## config.mk

```make
export PLATFORM = sky130hd
export DESIGN_NAME = icb_config_top
export DESIGN_NICKNAME = d
export VERILOG_FILES = /design/src/core/icb_pkg.sv /design/src/core/icb_tmr_if.sv /design/src/core/icb_bus_timer.sv /design/src/core/icb_config_top.sv
export SDC_FILE = /design/constraint.sdc
export NUM_CORES = 1
export LEC_CHECK = 0
export ABC_AREA = 1
export BUFFER_PORTS_ARGS = -buffer_cell sky130_fd_sc_hd__buf_2
export CORE_UTILIZATION = 54
export CTS_CLUSTER_DIAMETER = 100
export DETAILED_ROUTE_END_ITERATION = 16
export PLACE_DENSITY = 0.83
export SKIP_CTS_REPAIR_TIMING = 1
export SLEW_MARGIN = 40
export SYNTH_ARGS = -nofsm -noshare
export SYNTH_HDL_FRONTEND = slang
export SYNTH_SLANG_ARGS = --single-unit
```

## constraint.sdc

```tcl
create_clock -name MCLK_I -period 4.3 [get_ports MCLK_I]
set_input_delay 0.86 -clock MCLK_I [delete_from_list [all_inputs] [get_ports MCLK_I]]
set_output_delay 0.86 -clock MCLK_I [all_outputs]
set_load 0.05 [all_outputs]
```

## src/core/icb_pkg.sv

```systemverilog
// icb_pkg: shared constants and types of the i2c config block
// assumes: one 250 MHz cpu clock, 8-bit register data in low lane
package icb_pkg;
  // ****************************************
  // register map
  // ****************************************
  localparam logic [7:0] CFG_ADDR  = 8'hC8;
  localparam logic [7:0] CTL_ADDR  = 8'hCC;
  localparam logic [7:0] CFG_RESET = 8'h00;
  localparam int CFG_TEN    = 7;
  localparam int CFG_MRQ    = 6;
  localparam int CFG_CLR    = 5;
  localparam int CFG_RUN    = 4;
  localparam int CFG_SEL_HI = 1;
  localparam int CFG_SEL_LO = 0;
  localparam int CTL_ACK  = 0;
  localparam int CTL_STOP = 1;
  localparam int CTL_TX   = 2;
  localparam int STS_ATN  = 3;
  localparam int STS_OVF  = 4;
  localparam int STS_MST  = 5;
  localparam int STS_BUSY = 6;
  localparam logic [1:0] RESP_OKAY   = 2'h0;
  localparam logic [1:0] RESP_SLVERR = 2'h2;
  // ****************************************
  // timing
  // ****************************************
  localparam int MC_CLKS = 6;
  localparam logic [3:0] MIN_REF    = 4'h8;
  localparam logic [2:0] MIN_CNT_00 = 3'h5;
  localparam logic [2:0] MIN_CNT_01 = 3'h6;
  localparam logic [2:0] MIN_CNT_10 = 3'h7;
  localparam logic [2:0] MIN_CNT_11 = 3'h4;
  localparam logic [10:0] TO_PER_00 = 11'h3FD;
  localparam logic [10:0] TO_PER_01 = 11'h3FE;
  localparam logic [10:0] TO_PER_10 = 11'h3FF;
  localparam logic [10:0] TO_PER_11 = 11'h3FC;
  // ****************************************
  // controller states
  // ****************************************
  typedef enum logic [7:0] {
    ST_IDLE      = 8'h01,
    ST_WAIT_STOP = 8'h02,
    ST_START     = 8'h04,
    ST_HOLD      = 8'h08,
    ST_LOW       = 8'h10,
    ST_HIGH      = 8'h20,
    ST_STOP_LOW  = 8'h40,
    ST_STOP_HIGH = 8'h80
  } icb_state_t;
endpackage

```

## src/core/icb_tmr_if.sv

```systemverilog
// icb_tmr_if: link between controller and bus timer
// assumes: both ends on the same clock
`timescale 1ns/10ps
`default_nettype none
interface icb_tmr_if;
  logic       enable;
  logic       run;
  logic       frame;
  logic       reload;
  logic [1:0] sel;
  logic       min_done;
  logic       timeout;
  modport ctl (output enable, run, frame, reload, sel,
               input min_done, timeout);
  modport tmr (input enable, run, frame, reload, sel,
               output min_done, timeout);
endinterface
`default_nettype wire

```

## src/core/icb_bus_timer.sv

```systemverilog
// icb_bus_timer: machine-cycle bus timer, min-time and hung-bus check
// assumes: controller drives reload on scl edges, start and stop
`timescale 1ns/10ps
`default_nettype none
module icb_bus_timer #(
  parameter int MC_CLKS = icb_pkg::MC_CLKS
) (
  input wire logic clk_i,
  input wire logic rst_i,
  icb_tmr_if.tmr   tif
);
  logic [2:0]  pre_reg, pre_next;
  logic [9:0]  cnt_reg, cnt_next;
  logic        done_reg, done_next;
  logic        to_reg, to_next;
  logic [2:0]  min_cnt;
  logic        tick;
  logic [11:0] since_reg;
  logic [10:0] ticks_reg;
  logic        skew_reg;
  logic [10:0] per;

  // ****************************************
  // count logic
  // ****************************************
  always_comb begin
    case (tif.sel)
      2'h0:    min_cnt = icb_pkg::MIN_CNT_00;
      2'h1:    min_cnt = icb_pkg::MIN_CNT_01;
      2'h2:    min_cnt = icb_pkg::MIN_CNT_10;
      default: min_cnt = icb_pkg::MIN_CNT_11;
    endcase
    tick      = (pre_reg == 3'(MC_CLKS - 1));
    pre_next  = tick ? 3'h0 : pre_reg + 3'h1;
    cnt_next  = cnt_reg;
    done_next = done_reg;
    to_next   = 1'b0;
    if (!tif.enable) begin
      pre_next  = 3'h0;
      cnt_next  = 10'h000;
      done_next = 1'b0;
    end else if (tif.reload) begin
      pre_next  = 3'h0;
      cnt_next  = 10'(icb_pkg::MIN_REF - {1'b0, min_cnt});
      done_next = 1'b0;
    end else if (!tif.run) begin
      cnt_next[9:3] = 7'h00;
      if (tick) begin
        cnt_next[2:0] = cnt_reg[2:0] + 3'h1;
        if (&cnt_reg[2:0])
          done_next = 1'b1;
      end
    end else if (tick && tif.frame) begin
      cnt_next = cnt_reg + 10'h001;
      if (&cnt_reg[2:0])
        done_next = 1'b1;
      if (&cnt_reg)
        to_next = 1'b1;
    end
  end

  always_ff @(posedge clk_i) begin
    if (rst_i) begin
      pre_reg  <= 3'h0;
      cnt_reg  <= 10'h000;
      done_reg <= 1'b0;
      to_reg   <= 1'b0;
    end else begin
      pre_reg  <= pre_next;
      cnt_reg  <= cnt_next;
      done_reg <= done_next;
      to_reg   <= to_next;
    end
  end

  assign tif.min_done = done_reg;
  assign tif.timeout  = to_reg;

  // ****************************************
  // checks
  // ****************************************
  always_comb begin
    case (tif.sel)
      2'h0:    per = icb_pkg::TO_PER_00;
      2'h1:    per = icb_pkg::TO_PER_01;
      2'h2:    per = icb_pkg::TO_PER_10;
      default: per = icb_pkg::TO_PER_11;
    endcase
  end

  always_ff @(posedge clk_i) begin
    if (rst_i || tif.reload) begin
      since_reg <= 12'h000;
      ticks_reg <= 11'h000;
    end else begin
      since_reg <= since_reg + 12'h001;
      if (tick && tif.enable && (!tif.run || tif.frame))
        ticks_reg <= ticks_reg + 11'h001;
    end
  end

  // count no longer started from the reload value
  always_ff @(posedge clk_i) begin
    if (rst_i)
      skew_reg <= 1'b1;
    else if (tif.reload)
      skew_reg <= 1'b0;
    else if (!tif.enable || (!tif.run
             && (|cnt_reg[9:3] || (tick && &cnt_reg[2:0]))))
      skew_reg <= 1'b1;
  end
endmodule
`default_nettype wire

```

## src/core/icb_config_top.sv

```systemverilog
// icb_config_top: i2c configuration, mastership and bus timer block
// assumes: axi4-lite master on MCLK_I, open-drain pads outside
//
// Function
// - writing request bit starts acquiring mastership
// - busy bus: wait for stop first
// - after gain: start, then data ready, attention
// - time-out clears mastership request bit
// - clear bit clears overflow, always reads zero
// - run bit one counts, zero clears upper bits, low three still count
// - select field sets scl high/low, start/stop times
// - all enables zero: disabled, timer cleared
// - enabled, run zero: only low three bits count
// - run one: count in frames, reload on edges
// - select codes map to counts 5,6,7,4
// - time-out periods 1021, 1022, 1023, 1020
// - reload with 8 minus count, eight means done
// - one count is six cpu clocks
// - target enable set by write, cleared by time-out
// - stretch scl low until data ready answered
// - transmit bit reaches sda only while scl low
//
// The AXI4-Lite interface to the registers is this design's own decision.
`timescale 1ns/10ps
`default_nettype none
module icb_config_top #(
  parameter int ADDR_W = 8
) (
  input  wire logic              MCLK_I,
  input  wire logic              RST_I,
  input  wire logic [ADDR_W-1:0] S_AXI_AWADDR_I,
  input  wire logic              S_AXI_AWVALID_I,
  output logic                   S_AXI_AWREADY_O,
  input  wire logic [31:0]       S_AXI_WDATA_I,
  input  wire logic [3:0]        S_AXI_WSTRB_I,
  input  wire logic              S_AXI_WVALID_I,
  output logic                   S_AXI_WREADY_O,
  output logic [1:0]             S_AXI_BRESP_O,
  output logic                   S_AXI_BVALID_O,
  input  wire logic              S_AXI_BREADY_I,
  input  wire logic [ADDR_W-1:0] S_AXI_ARADDR_I,
  input  wire logic              S_AXI_ARVALID_I,
  output logic                   S_AXI_ARREADY_O,
  output logic [31:0]            S_AXI_RDATA_O,
  output logic [1:0]             S_AXI_RRESP_O,
  output logic                   S_AXI_RVALID_O,
  input  wire logic              S_AXI_RREADY_I,
  input  wire logic              SCL_I,
  output logic                   SCL_O,
  output logic                   SCL_OE_O,
  input  wire logic              SDA_I,
  output logic                   SDA_O,
  output logic                   SDA_OE_O,
  output logic                   ATTN_O,
  output logic                   TIMEOUT_O
);
  // ****************************************
  // declarations
  // ****************************************
  icb_tmr_if tif ();
  icb_pkg::icb_state_t state_reg, state_next;
  logic [1:0] sync1_reg, sync2_reg;
  logic scl_s, sda_s, scl_d_reg, sda_d_reg, start_det, stop_det;
  logic ten_reg, ten_next, mrq_reg, mrq_next, run_reg, run_next;
  logic [1:0] sel_reg, sel_next;
  logic data_ready_flag_reg, data_ready_flag_next, stop_reg, stop_next, tx_reg, tx_next;
  logic txs_reg, txs_next, ovf_reg, ovf_next, mst_reg, mst_next;
  logic busy_reg, busy_next, scl_oe_reg, scl_oe_next;
  logic sda_oe_reg, sda_oe_next, atn_reg, atn_next, to_reg;
  logic aw_have_reg, aw_have_next, w_have_reg, w_have_next;
  logic awready_reg, awready_next, wready_reg, wready_next;
  logic bvalid_reg, bvalid_next, arready_reg, arready_next;
  logic rvalid_reg, rvalid_next, rd_cfg_reg, rd_cfg_next;
  logic [1:0] bresp_reg, bresp_next, rresp_reg, rresp_next;
  logic [31:0] rdata_reg, rdata_next;
  logic [ADDR_W-1:0] awaddr_reg, awaddr_next;
  logic [7:0] wdata_reg, wdata_next, cfg_rd, ctl_rd;
  logic wstrb_reg, wstrb_next, wr_commit, wr_cfg, wr_ctl;
  logic ar_cfg, ar_ctl;

  // ****************************************
  // pin sync and bus condition detect
  // ****************************************
  assign scl_s     = sync2_reg[1];
  assign sda_s     = sync2_reg[0];
  assign start_det = scl_s && scl_d_reg && sda_d_reg && !sda_s;
  assign stop_det  = scl_s && scl_d_reg && !sda_d_reg && sda_s;

  always_ff @(posedge MCLK_I) begin
    if (RST_I) begin
      sync1_reg <= 2'h3;
      sync2_reg <= 2'h3;
      scl_d_reg <= 1'b1;
      sda_d_reg <= 1'b1;
    end else begin
      sync1_reg <= {SCL_I, SDA_I};
      sync2_reg <= sync1_reg;
      scl_d_reg <= scl_s;
      sda_d_reg <= sda_s;
    end
  end

  // ****************************************
  // bus timer
  // ****************************************
  assign tif.enable = ten_reg || mrq_reg || mst_reg;
  assign tif.run    = run_reg;
  assign tif.frame  = busy_reg || mst_reg;
  assign tif.sel    = sel_reg;
  assign tif.reload = (scl_s != scl_d_reg) || start_det || stop_det
                      || (state_next != state_reg);

  icb_bus_timer #(.MC_CLKS(icb_pkg::MC_CLKS)) u_timer (
    .clk_i (MCLK_I),
    .rst_i (RST_I),
    .tif   (tif.tmr)
  );

  // ****************************************
  // register bus slave
  // ****************************************
  assign wr_commit = aw_have_reg && w_have_reg && !bvalid_reg;
  assign wr_cfg = wstrb_reg
                  && awaddr_reg[7:2] == icb_pkg::CFG_ADDR[7:2];
  assign wr_ctl = wstrb_reg
                  && awaddr_reg[7:2] == icb_pkg::CTL_ADDR[7:2];
  assign ar_cfg = S_AXI_ARADDR_I[7:2] == icb_pkg::CFG_ADDR[7:2];
  assign ar_ctl = S_AXI_ARADDR_I[7:2] == icb_pkg::CTL_ADDR[7:2];
  assign cfg_rd = {ten_reg, mrq_reg, 1'b0, run_reg, 2'h0, sel_reg};
  assign ctl_rd = {1'b0, busy_reg, mst_reg, ovf_reg, atn_reg,
                   tx_reg, stop_reg, data_ready_flag_reg};

  always_comb begin
    aw_have_next = aw_have_reg;
    awaddr_next  = awaddr_reg;
    w_have_next  = w_have_reg;
    wdata_next   = wdata_reg;
    wstrb_next   = wstrb_reg;
    bvalid_next  = bvalid_reg && !S_AXI_BREADY_I;
    bresp_next   = bresp_reg;
    rvalid_next  = rvalid_reg && !S_AXI_RREADY_I;
    rdata_next   = rdata_reg;
    rresp_next   = rresp_reg;
    rd_cfg_next  = rd_cfg_reg;
    if (S_AXI_AWVALID_I && awready_reg) begin
      aw_have_next = 1'b1;
      awaddr_next  = S_AXI_AWADDR_I;
    end
    if (S_AXI_WVALID_I && wready_reg) begin
      w_have_next = 1'b1;
      wdata_next  = S_AXI_WDATA_I[7:0];
      wstrb_next  = S_AXI_WSTRB_I[0];
    end
    if (wr_commit) begin
      aw_have_next = 1'b0;
      w_have_next  = 1'b0;
      bvalid_next  = 1'b1;
      bresp_next   = (awaddr_reg[7:2] == icb_pkg::CFG_ADDR[7:2]
                     || awaddr_reg[7:2] == icb_pkg::CTL_ADDR[7:2])
                     ? icb_pkg::RESP_OKAY : icb_pkg::RESP_SLVERR;
    end
    if (S_AXI_ARVALID_I && arready_reg) begin
      rvalid_next = 1'b1;
      rd_cfg_next = ar_cfg;
      rdata_next  = 32'h0000_0000;
      rresp_next  = icb_pkg::RESP_OKAY;
      if (ar_cfg)
        rdata_next = {24'h00_0000, cfg_rd};
      else if (ar_ctl)
        rdata_next = {24'h00_0000, ctl_rd};
      else
        rresp_next = icb_pkg::RESP_SLVERR;
    end
    awready_next = !aw_have_next;
    wready_next  = !w_have_next;
    arready_next = !rvalid_next;
  end

  always_ff @(posedge MCLK_I) begin
    if (RST_I) begin
      aw_have_reg <= 1'b0;
      awaddr_reg  <= '0;
      w_have_reg  <= 1'b0;
      wdata_reg   <= 8'h00;
      wstrb_reg   <= 1'b0;
      awready_reg <= 1'b0;
      wready_reg  <= 1'b0;
      bvalid_reg  <= 1'b0;
      bresp_reg   <= 2'h0;
      arready_reg <= 1'b0;
      rvalid_reg  <= 1'b0;
      rdata_reg   <= 32'h0000_0000;
      rresp_reg   <= 2'h0;
      rd_cfg_reg  <= 1'b0;
    end else begin
      aw_have_reg <= aw_have_next;
      awaddr_reg  <= awaddr_next;
      w_have_reg  <= w_have_next;
      wdata_reg   <= wdata_next;
      wstrb_reg   <= wstrb_next;
      awready_reg <= awready_next;
      wready_reg  <= wready_next;
      bvalid_reg  <= bvalid_next;
      bresp_reg   <= bresp_next;
      arready_reg <= arready_next;
      rvalid_reg  <= rvalid_next;
      rdata_reg   <= rdata_next;
      rresp_reg   <= rresp_next;
      rd_cfg_reg  <= rd_cfg_next;
    end
  end

  // ****************************************
  // configuration and bus controller
  // ****************************************
  always_comb begin
    state_next  = state_reg;
    ten_next    = ten_reg;
    mrq_next    = mrq_reg;
    run_next    = run_reg;
    sel_next    = sel_reg;
    data_ready_flag_next   = data_ready_flag_reg;
    stop_next   = stop_reg;
    tx_next     = tx_reg;
    ovf_next    = ovf_reg;
    mst_next    = mst_reg;
    scl_oe_next = scl_oe_reg;
    sda_oe_next = sda_oe_reg;
    busy_next   = start_det ? 1'b1 : (stop_det ? 1'b0 : busy_reg);
    txs_next    = scl_s ? txs_reg : tx_reg;
    if (wr_commit && wr_cfg) begin
      ten_next = wdata_reg[icb_pkg::CFG_TEN];
      mrq_next = wdata_reg[icb_pkg::CFG_MRQ];
      run_next = wdata_reg[icb_pkg::CFG_RUN];
      sel_next = wdata_reg[icb_pkg::CFG_SEL_HI:icb_pkg::CFG_SEL_LO];
      if (wdata_reg[icb_pkg::CFG_CLR])
        ovf_next = 1'b0;
    end
    if (wr_commit && wr_ctl) begin
      if (wdata_reg[icb_pkg::CTL_ACK])
        data_ready_flag_next = 1'b0;
      if (wdata_reg[icb_pkg::CTL_STOP])
        stop_next = 1'b1;
      tx_next = wdata_reg[icb_pkg::CTL_TX];
    end
    case (state_reg)
      icb_pkg::ST_IDLE: begin
        if (mrq_reg && !mst_reg)
          state_next = busy_reg ? icb_pkg::ST_WAIT_STOP
                                : icb_pkg::ST_START;
      end
      icb_pkg::ST_WAIT_STOP: begin
        if (!mrq_reg)
          state_next = icb_pkg::ST_IDLE;
        else if (stop_det || !busy_reg)
          state_next = icb_pkg::ST_START;
      end
      icb_pkg::ST_START: begin
        sda_oe_next = 1'b1;
        if (tif.min_done && !scl_oe_reg) begin
          scl_oe_next = 1'b1;
          data_ready_flag_next   = 1'b1;
          mst_next    = 1'b1;
          state_next  = icb_pkg::ST_HOLD;
        end
      end
      icb_pkg::ST_HOLD: begin
        if (!data_ready_flag_reg)
          state_next = stop_reg ? icb_pkg::ST_STOP_LOW
                                : icb_pkg::ST_LOW;
      end
      icb_pkg::ST_LOW: begin
        sda_oe_next = !txs_reg;
        if (tif.min_done) begin
          scl_oe_next = 1'b0;
          state_next  = icb_pkg::ST_HIGH;
        end
      end
      icb_pkg::ST_HIGH: begin
        if (scl_s && scl_d_reg && tif.min_done) begin
          scl_oe_next = 1'b1;
          data_ready_flag_next   = 1'b1;
          state_next  = icb_pkg::ST_HOLD;
        end
      end
      icb_pkg::ST_STOP_LOW: begin
        sda_oe_next = 1'b1;
        if (tif.min_done) begin
          scl_oe_next = 1'b0;
          state_next  = icb_pkg::ST_STOP_HIGH;
        end
      end
      icb_pkg::ST_STOP_HIGH: begin
        if (scl_s && scl_d_reg && tif.min_done) begin
          sda_oe_next = 1'b0;
          stop_next   = 1'b0;
          mst_next    = 1'b0;
          mrq_next    = 1'b0;
          state_next  = icb_pkg::ST_IDLE;
        end
      end
      default: state_next = icb_pkg::ST_IDLE;
    endcase
    if (tif.timeout) begin
      ovf_next    = 1'b1;
      ten_next    = 1'b0;
      mrq_next    = 1'b0;
      mst_next    = 1'b0;
      stop_next   = 1'b0;
      busy_next   = 1'b0;
      scl_oe_next = 1'b0;
      sda_oe_next = 1'b0;
      state_next  = icb_pkg::ST_IDLE;
    end
    atn_next = data_ready_flag_next || ovf_next;
  end

  always_ff @(posedge MCLK_I) begin
    if (RST_I) begin
      state_reg  <= icb_pkg::ST_IDLE;
      ten_reg    <= icb_pkg::CFG_RESET[icb_pkg::CFG_TEN];
      mrq_reg    <= icb_pkg::CFG_RESET[icb_pkg::CFG_MRQ];
      run_reg    <= icb_pkg::CFG_RESET[icb_pkg::CFG_RUN];
      sel_reg    <= icb_pkg::CFG_RESET[1:0];
      data_ready_flag_reg   <= 1'b0;
      stop_reg   <= 1'b0;
      tx_reg     <= 1'b1;
      txs_reg    <= 1'b1;
      ovf_reg    <= 1'b0;
      mst_reg    <= 1'b0;
      busy_reg   <= 1'b0;
      scl_oe_reg <= 1'b0;
      sda_oe_reg <= 1'b0;
      atn_reg    <= 1'b0;
      to_reg     <= 1'b0;
    end else begin
      state_reg  <= state_next;
      ten_reg    <= ten_next;
      mrq_reg    <= mrq_next;
      run_reg    <= run_next;
      sel_reg    <= sel_next;
      data_ready_flag_reg   <= data_ready_flag_next;
      stop_reg   <= stop_next;
      tx_reg     <= tx_next;
      txs_reg    <= txs_next;
      ovf_reg    <= ovf_next;
      mst_reg    <= mst_next;
      busy_reg   <= busy_next;
      scl_oe_reg <= scl_oe_next;
      sda_oe_reg <= sda_oe_next;
      atn_reg    <= atn_next;
      to_reg     <= tif.timeout;
    end
  end

  // ****************************************
  // outputs
  // ****************************************
  assign S_AXI_AWREADY_O = awready_reg;
  assign S_AXI_WREADY_O  = wready_reg;
  assign S_AXI_BVALID_O  = bvalid_reg;
  assign S_AXI_BRESP_O   = bresp_reg;
  assign S_AXI_ARREADY_O = arready_reg;
  assign S_AXI_RVALID_O  = rvalid_reg;
  assign S_AXI_RDATA_O   = rdata_reg;
  assign S_AXI_RRESP_O   = rresp_reg;
  assign SCL_O           = 1'b0;
  assign SDA_O           = 1'b0;
  assign SCL_OE_O        = scl_oe_reg;
  assign SDA_OE_O        = sda_oe_reg;
  assign ATTN_O          = atn_reg;
  assign TIMEOUT_O       = to_reg;
endmodule
`default_nettype wire

```

==> qor.csv, run 1 <==
metric,value,unit
status,finished clean,
combinationalPowerShare,10.5,%
cts_tree,built,
yosysWarnings,0,
fillCellCount,626,
postLayoutCellArea,0.004228,mm²
grt_max_degree,30,
finClkSkew,0.009377,ns
synth_top_family_by_area,simple AND/OR/NAND/NOR gates,
crit_path_frequent_cell,inv_1,
max_freq,0.4223,GHz
rr_worst_depth,15,
drv_cap,0,
period_share,55.06,%
hpwl,5976,µm
layout_commonest_cell,nand2_1,
drt_first_pass_iters,6,
power_switching,0.3934,mW
wire_per_inst,11.76,µm
muxShareOfSynthArea,0,%
synth_cells,536,
cts_htree_levels,3,
via_per_inst,5.044,
track_usage,23.26,%
instances_no_fill,683,
drtAntennaViolNets,0,
p_int,1.142,mW
clkPwrFrac,41.7,%
r2r_slack,2.23,ns
root_buffer,clkbuf_8,
cp-start-kind,input port,
drive_gt1_share,15.33,%
maxSlewHeadroom,43.88,%
tightest_slew,0.8354,ns
r2r-end,u_timer.cnt_reg[3],
p_leak,1.942,nW
total_power,1.535,mW
endpoint_kind,flop,
pwr-share-seq,47.8,%
crit_slowest_cell,inv_1,
min_from,sync1_reg[1],
grt_pass1_vias,3127,
first_iter_violations,227,
yosysTopAreaCell,dfxtp_1,
worstHoldEndpoint,sync2_reg[1],
clk_latency,0.35,ns
core-area,0.006794,mm²
synthAdderAreaFrac,2.971,%
fin_setup_tns,0,ns
slowest_delay,0.48,ns
grt_pass1_wl,13590,µm
port_buffers,47,
area_delta_synth_final,11.55,%
crit_type,in2reg,
routed_wl,8035,µm
rows,30,
min_path_type,reg2reg,
cts.clk_slew.worst_paths,0.08,ns
antenna_cells,0,
synth_top_area_share,40.15,%
overflow,0,
synthXorXnorAreaFrac,0.6933,%
power.density,363.2,mW/mm²
largest_reg_flops,10,
dp.cells,668,
numCtsBuffers,9,
multiInputGateArea,0.001868,mm²
hold_violations,0,
ys_types,41,
die_area,0.007357,mm²
synth_seq_cells,76,
clock-sinks,76,
final_cell_mix,"nand2_1, dfxtp_1, nor2_1, inv_1, buf_2",
fin_crit,2.368,ns
synth_area_per_cell,7.071,µm²
clockBufferDepth,2,
min_path_cells,1,
finalSetupViolCount,0,
yosys-top-cells-area,"dfxtp_1, nand2_1, nor2_1",
sw_frac_of_total,25.62,%
gp_congestion,0.8875,
yosys.area_share.simple,30.80,%
die_y,85.78,µm
arrival,2.61,ns
syn-cell-area,0.003790,mm²
path_cells,"buf_2, inv_1, o31ai_1, inv_1, nand2_2, nor2_1",
io_pins,108,
regArea,0.001521,mm²
drv_slew,0,
path_buf_inv,3,
ys_seq_area_share,40.15,%
vias,3445,
antenna_found_initial,0,
nets,653,
max-vdd-ir-drop,0.2667,mV
rr_startpoint,sync2_reg[1],
rsz0062_at_grt,no,
place_area,0.003998,mm²
synth_compound_area_share,12.05,%
critPathTopFamily,buffers and inverters,
start_util,55.78,%
drc,0,
required,4.54,ns
dieWidth,85.78,µm
worstPathMaxFanout,29,
## per-layer routing
layer | wire [µm] | vias up | GRT usage (%)
met4 | 188 | 0 | 11.82
met5 | 0 | - | 0
met3 | 390 | 23 | 5.871
li1 | - | 1763 | -
met2 | 3932 | 113 | 39.27
met1 | 3524 | 1546 | 27.47
## worst max-delay path by stage
stage / cells after the start / start / to
final: 6 / RST_I / u_timer.tif.timeout
after floorplan: 6 / RST_I / S_AXI_RDATA_O[0]
after global routing: 6 / RST_I / u_timer.tif.timeout
after CTS: 6 / RST_I / u_timer.tif.timeout
after detailed placement: 6 / RST_I / u_timer.tif.timeout
after global placement: 6 / RST_I / u_timer.cnt_reg[7]
## worst register-to-register path: cells and delay by family, from the launching register on
family,cells,cell delay [ns]
and+or+nand+nor,13,1.34
DFF,1,0.35
adders and majority gates,1,0.20
buffers and inverters,1,0.10
## cell usage after synthesis
cell type	n
buf_4	28
inv_1	60
nand3b_1	1
nand3_2	2
nor3_1	7
nor2_2	1
a211oi_1	1
and3_1	1
nand3_1	39
o21ai_2	2
nor2_4	2
nand2_2	6
a31o_2	2
o221ai_1	2
a21boi_0	1
a21oi_2	1
clkinv_1	2
nand2_4	1
o31ai_1	1
and2_1	1
a31oi_1	2
dfxtp_1	76
o22ai_1	1
or4_1	1
clkbuf_1	9
conb_1	1
nor2_1	76
clkinv_2	1
a21oi_1	32
ha_1	9
nand2_1	103
buf_2	1
o211ai_1	2
nand4_1	11
o2111ai_1	1
o21ai_0	34
xnor2_1	3
nor2_8	1
inv_2	4
nor3_2	2
or2_2	5
## cell type report
type	instances	share of cell area (%)
Sequential cell	76	35.99
Inverter	67	5.978
Tap cell	96	2.841
Timing Repair Buffer	47	5.564
Multi-Input combinational cell	382	44.18
Clock buffer	11	3.107
Clock inverter	4	2.338
## metrics by stage
step | utilization (%) | hold slack, ns | worst slack (ns)
after floorplan | - | 0.3895 | 2.464
after global placement | 58.84 | 0.3954 | 1.523
after detailed placement | 58.84 | 0.3945 | 1.557
after CTS | 62.23 | 0.4156 | 1.930
after global routing | 62.23 | 0.4325 | 1.749
final | 62.23 | 0.4187 | 1.932
## power by group through the flow
stage                     Sequential, mW  Clock [mW]  Combinational (mW)
final                              0.734       0.641               0.161
after global routing               0.737       0.679               0.174
after CTS                          0.734       0.645               0.161
after detailed placement           0.750           0               0.161
after global placement             0.750           0               0.158
after floorplan                    0.772           0               0.126
## logic make-up after synthesis
| group | after synthesis |
|---|---|
| simple gates | 260 |
| fa+ha+maj | 9 |
| compound gates | 82 |
| flops | 76 |
| buf+inv | 105 |
| other cells | 1 |
| xor+xnor | 3 |
No activity file was read; power rests on OpenSTA's default activity.
==> inputs of run 2 (changes only) <==
Settings changed: ABC_AREA 1 to 0, CORE_UTILIZATION 54 to 48, PLACE_DENSITY 0.83 to 0.78.
Clock period 4.3 ns to 2 ns, I/O delays scaled along.
==> qor.csv, run 2 <==
metric,value,unit,change
status,"complete, but fails checks",,was finished clean
violations,negative setup slack,,
max_freq,0.4079,GHz,
syn-cell-area,0.003938,mm²,was 0.003790 mm²
hold_violations,0,,unchanged
endpoint_kind,flop,,unchanged
grt_busiest_layer,met2,,unchanged
track_usage,24.65,%,was 23.26%
layout_commonest_cell,buf_4,,was nand2_1
largest_reg_flops,10,,unchanged
finClkSkew,0.01119,ns,was 0.009377 ns
fin_crit,2.451,ns,
rows,32,,was 30
drive_gt1_share,32.93,%,was 15.33%
crit_type,reg2reg,,was in2reg
synth_seq_cells,76,,unchanged
yosysTopAreaCell,dfxtp_1,,unchanged
worstPathMaxFanout,6,,was 29
total_power,3.121,mW,was 1.535 mW
vias,3652,,was 3445
antenna_found_initial,0,,unchanged
die_y,92.57,µm,was 85.78 µm
fin_setup_tns,-6.333,ns,was 0 ns
ys.flop_type,dfxtp_1,,unchanged
io_pins,108,,unchanged
crit_slowest_cell,or4b_4,,was inv_1
drc,0,,unchanged
wire_per_inst,14.89,µm,was 11.76 µm
yosys-top-cells-area,"dfxtp_1, buf_4, nor2_1",,"was dfxtp_1, nand2_1, nor2_1"
path_cells,"or4b_4, a2111oi_4, xnor2_1, nand4_1, buf_4, or4b_4, nor2_1",,"was buf_2, inv_1, o31ai_1, inv_1, nand2_2, nor2_1"
arrival,2.74,ns,was 2.61 ns
final_cell_mix,"buf_4, dfxtp_1, nor2_1, buf_2, nand2_1",,"was nand2_1, dfxtp_1, nor2_1, inv_1, buf_2"
grt_pass1_vias,3540,,was 3127
clk_latency,0.35,ns,about the same
ys_types,60,,was 41
slowest_delay,0.56,ns,was 0.48 ns
grtUsageMet1,31.07,%,was 27.47%
ys_seq_area_share,38.64,%,was 40.15%
core-area,0.007848,mm²,was 0.006794 mm²
gp_congestion,0.9342,,was 0.8875
hold_slack,0.2260,ns,was 0.4187 ns
max-vdd-ir-drop,0.5444,mV,was 0.2667 mV
grt_max_degree,42,,was 30
rsz0062_at_grt,yes,,was no
period_share,122.6,%,
fin_ws,-0.4513,ns,was 1.932 ns
via_per_inst,5.331,,was 5.044
synth-edff-count,0,,unchanged
numCtsBuffers,9,,unchanged
hpwl,7621,µm,was 5976 µm
cp-start-kind,flop,,was input port
yosysWarnings,0,,unchanged
synth_area_per_cell,8.307,µm²,was 7.071 µm²
synth_cells,474,,was 536
drv_cap,0,,unchanged
fillCellCount,682,,was 626
use_met3,5.008,%,was 5.871%
dieWidth,92.57,µm,was 85.78 µm
finalSetupViolCount,15,,was 0
crit_path_frequent_cell,or4b_4,,was inv_1
first_iter_violations,207,,was 227
power.density,627.1,mW/mm²,was 363.2 mW/mm²
p_leak,2.089,nW,was 1.942 nW
drtAntennaViolNets,0,,unchanged
drt_first_pass_iters,4,,was 6
cts_tree,built,,unchanged
grt_pass1_wl,16570,µm,was 13590 µm
overflow,0,,unchanged
routed_wl,10200,µm,was 8035 µm
nets,648,,was 653
met2_usage,41.48,%,was 39.27%
async_reset_ff_share,0,%,unchanged
start_util,50.18,%,was 55.78%
port_buffers,47,,unchanged
cts_htree_levels,3,,unchanged
die_area,0.008569,mm²,was 0.007357 mm²
min_path_type,in2reg,,was reg2reg
clock-sinks,76,,unchanged
root_buffer,clkbuf_8,,unchanged
area_delta_synth_final,26.41,%,was 11.55%
antenna_cells,0,,unchanged
synth_top_area_share,38.64,%,was 40.15%
drv_slew,0,,unchanged
required,2.29,ns,was 4.54 ns
synth_commonest_cells,"dfxtp_1, nor2_1, nand2_1, a21oi_1",,"was nand2_1, dfxtp_1, nor2_1, inv_1, nand3_1"
clockBufferDepth,2,,unchanged
cts.clk_slew.worst_paths,0.08,ns,about the same
synth.most_common_cell,dfxtp_1,,was nand2_1
-- run 2: critical path: cells and delay by family, from the launching register on --
family | cells | cell delay (ns)
XOR/XNOR | 1 | 0.18
AO/OA/AOI/OAI | 1 | 0.32
AND/OR/NAND/NOR | 4 | 1.37
flip-flops | 1 | 0.34
buffers and inverters | 1 | 0.18
-- run 2: cell type report --
| cell class | count | area, µm² | share of cell area (%) |
|---|---|---|---|
| Clock inverter | 5 | 60.06 | 1.207 |
| Inverter | 12 | 45.04 | 0.9050 |
| Multi-Input combinational cell | 361 | 2298 | 46.18 |
| Clock buffer | 11 | 141.4 | 2.841 |
| Tap cell | 102 | 127.6 | 2.564 |
| Timing Repair Buffer | 118 | 768.2 | 15.43 |
| Sequential cell | 76 | 1536 | 30.87 |
-- run 2: logic make-up (layout without fill, tap and decap cells) --
group,after synthesis,in the layout,share of synthesized area (%)
multiplexers,11,11,2.796
XOR/XNOR,16,16,3.559
AO/OA/AOI/OAI,80,80,13.44
AND/OR/NAND/NOR,216,217,29.17
buffers and inverters,65,146,9.437
flip-flops,76,76,38.64
adder cells (fa/ha/maj),9,9,2.860
other,1,28,0.09524
-- run 2: metal layers --
layer | vias up | wire (µm)
li1 | 1809 | -
met1 | 1737 | 4511
met2 | 90 | 5106
met3 | 16 | 416
met4 | 0 | 166
met5 | - | 0
-- run 2: worst paths after layout --
| kind | from | to | slack (ns) | cells after the start |
|---|---|---|---|---|
| max | stop_reg | u_timer.tif.timeout | -0.45 | 7 |
| min | SDA_I | sync1_reg[0] | 0.23 | 2 |
| max reg2reg | stop_reg | u_timer.tif.timeout | -0.45 | 7 |
| min reg2reg | sync1_reg[1] | sync2_reg[1] | 0.41 | 1 |
-- run 2: power by group --
group	internal, mW	total, mW	leakage (nW)	switching [mW]
Clock	0.616	1.21	0.0999	0.592
Sequential	1.54	1.57	0.621	0.0280
Combinational	0.0921	0.342	1.37	0.250
Total	2.25	3.12	2.09	0.870
-- run 2: per-stage QoR --
step | utilization, % | instance area (µm²) | instances | setup WS, ns
floorplan | - | 4101 | 501 | -0.5193
global placement | 59.12 | 4639 | 666 | -0.4681
detailed placement | 59.12 | 4639 | 666 | -0.5632
CTS | 61.69 | 4841 | 682 | -0.5863
global route | 63.42 | 4977 | 685 | -0.5582
finish | 63.42 | 4977 | 685 | -0.4513
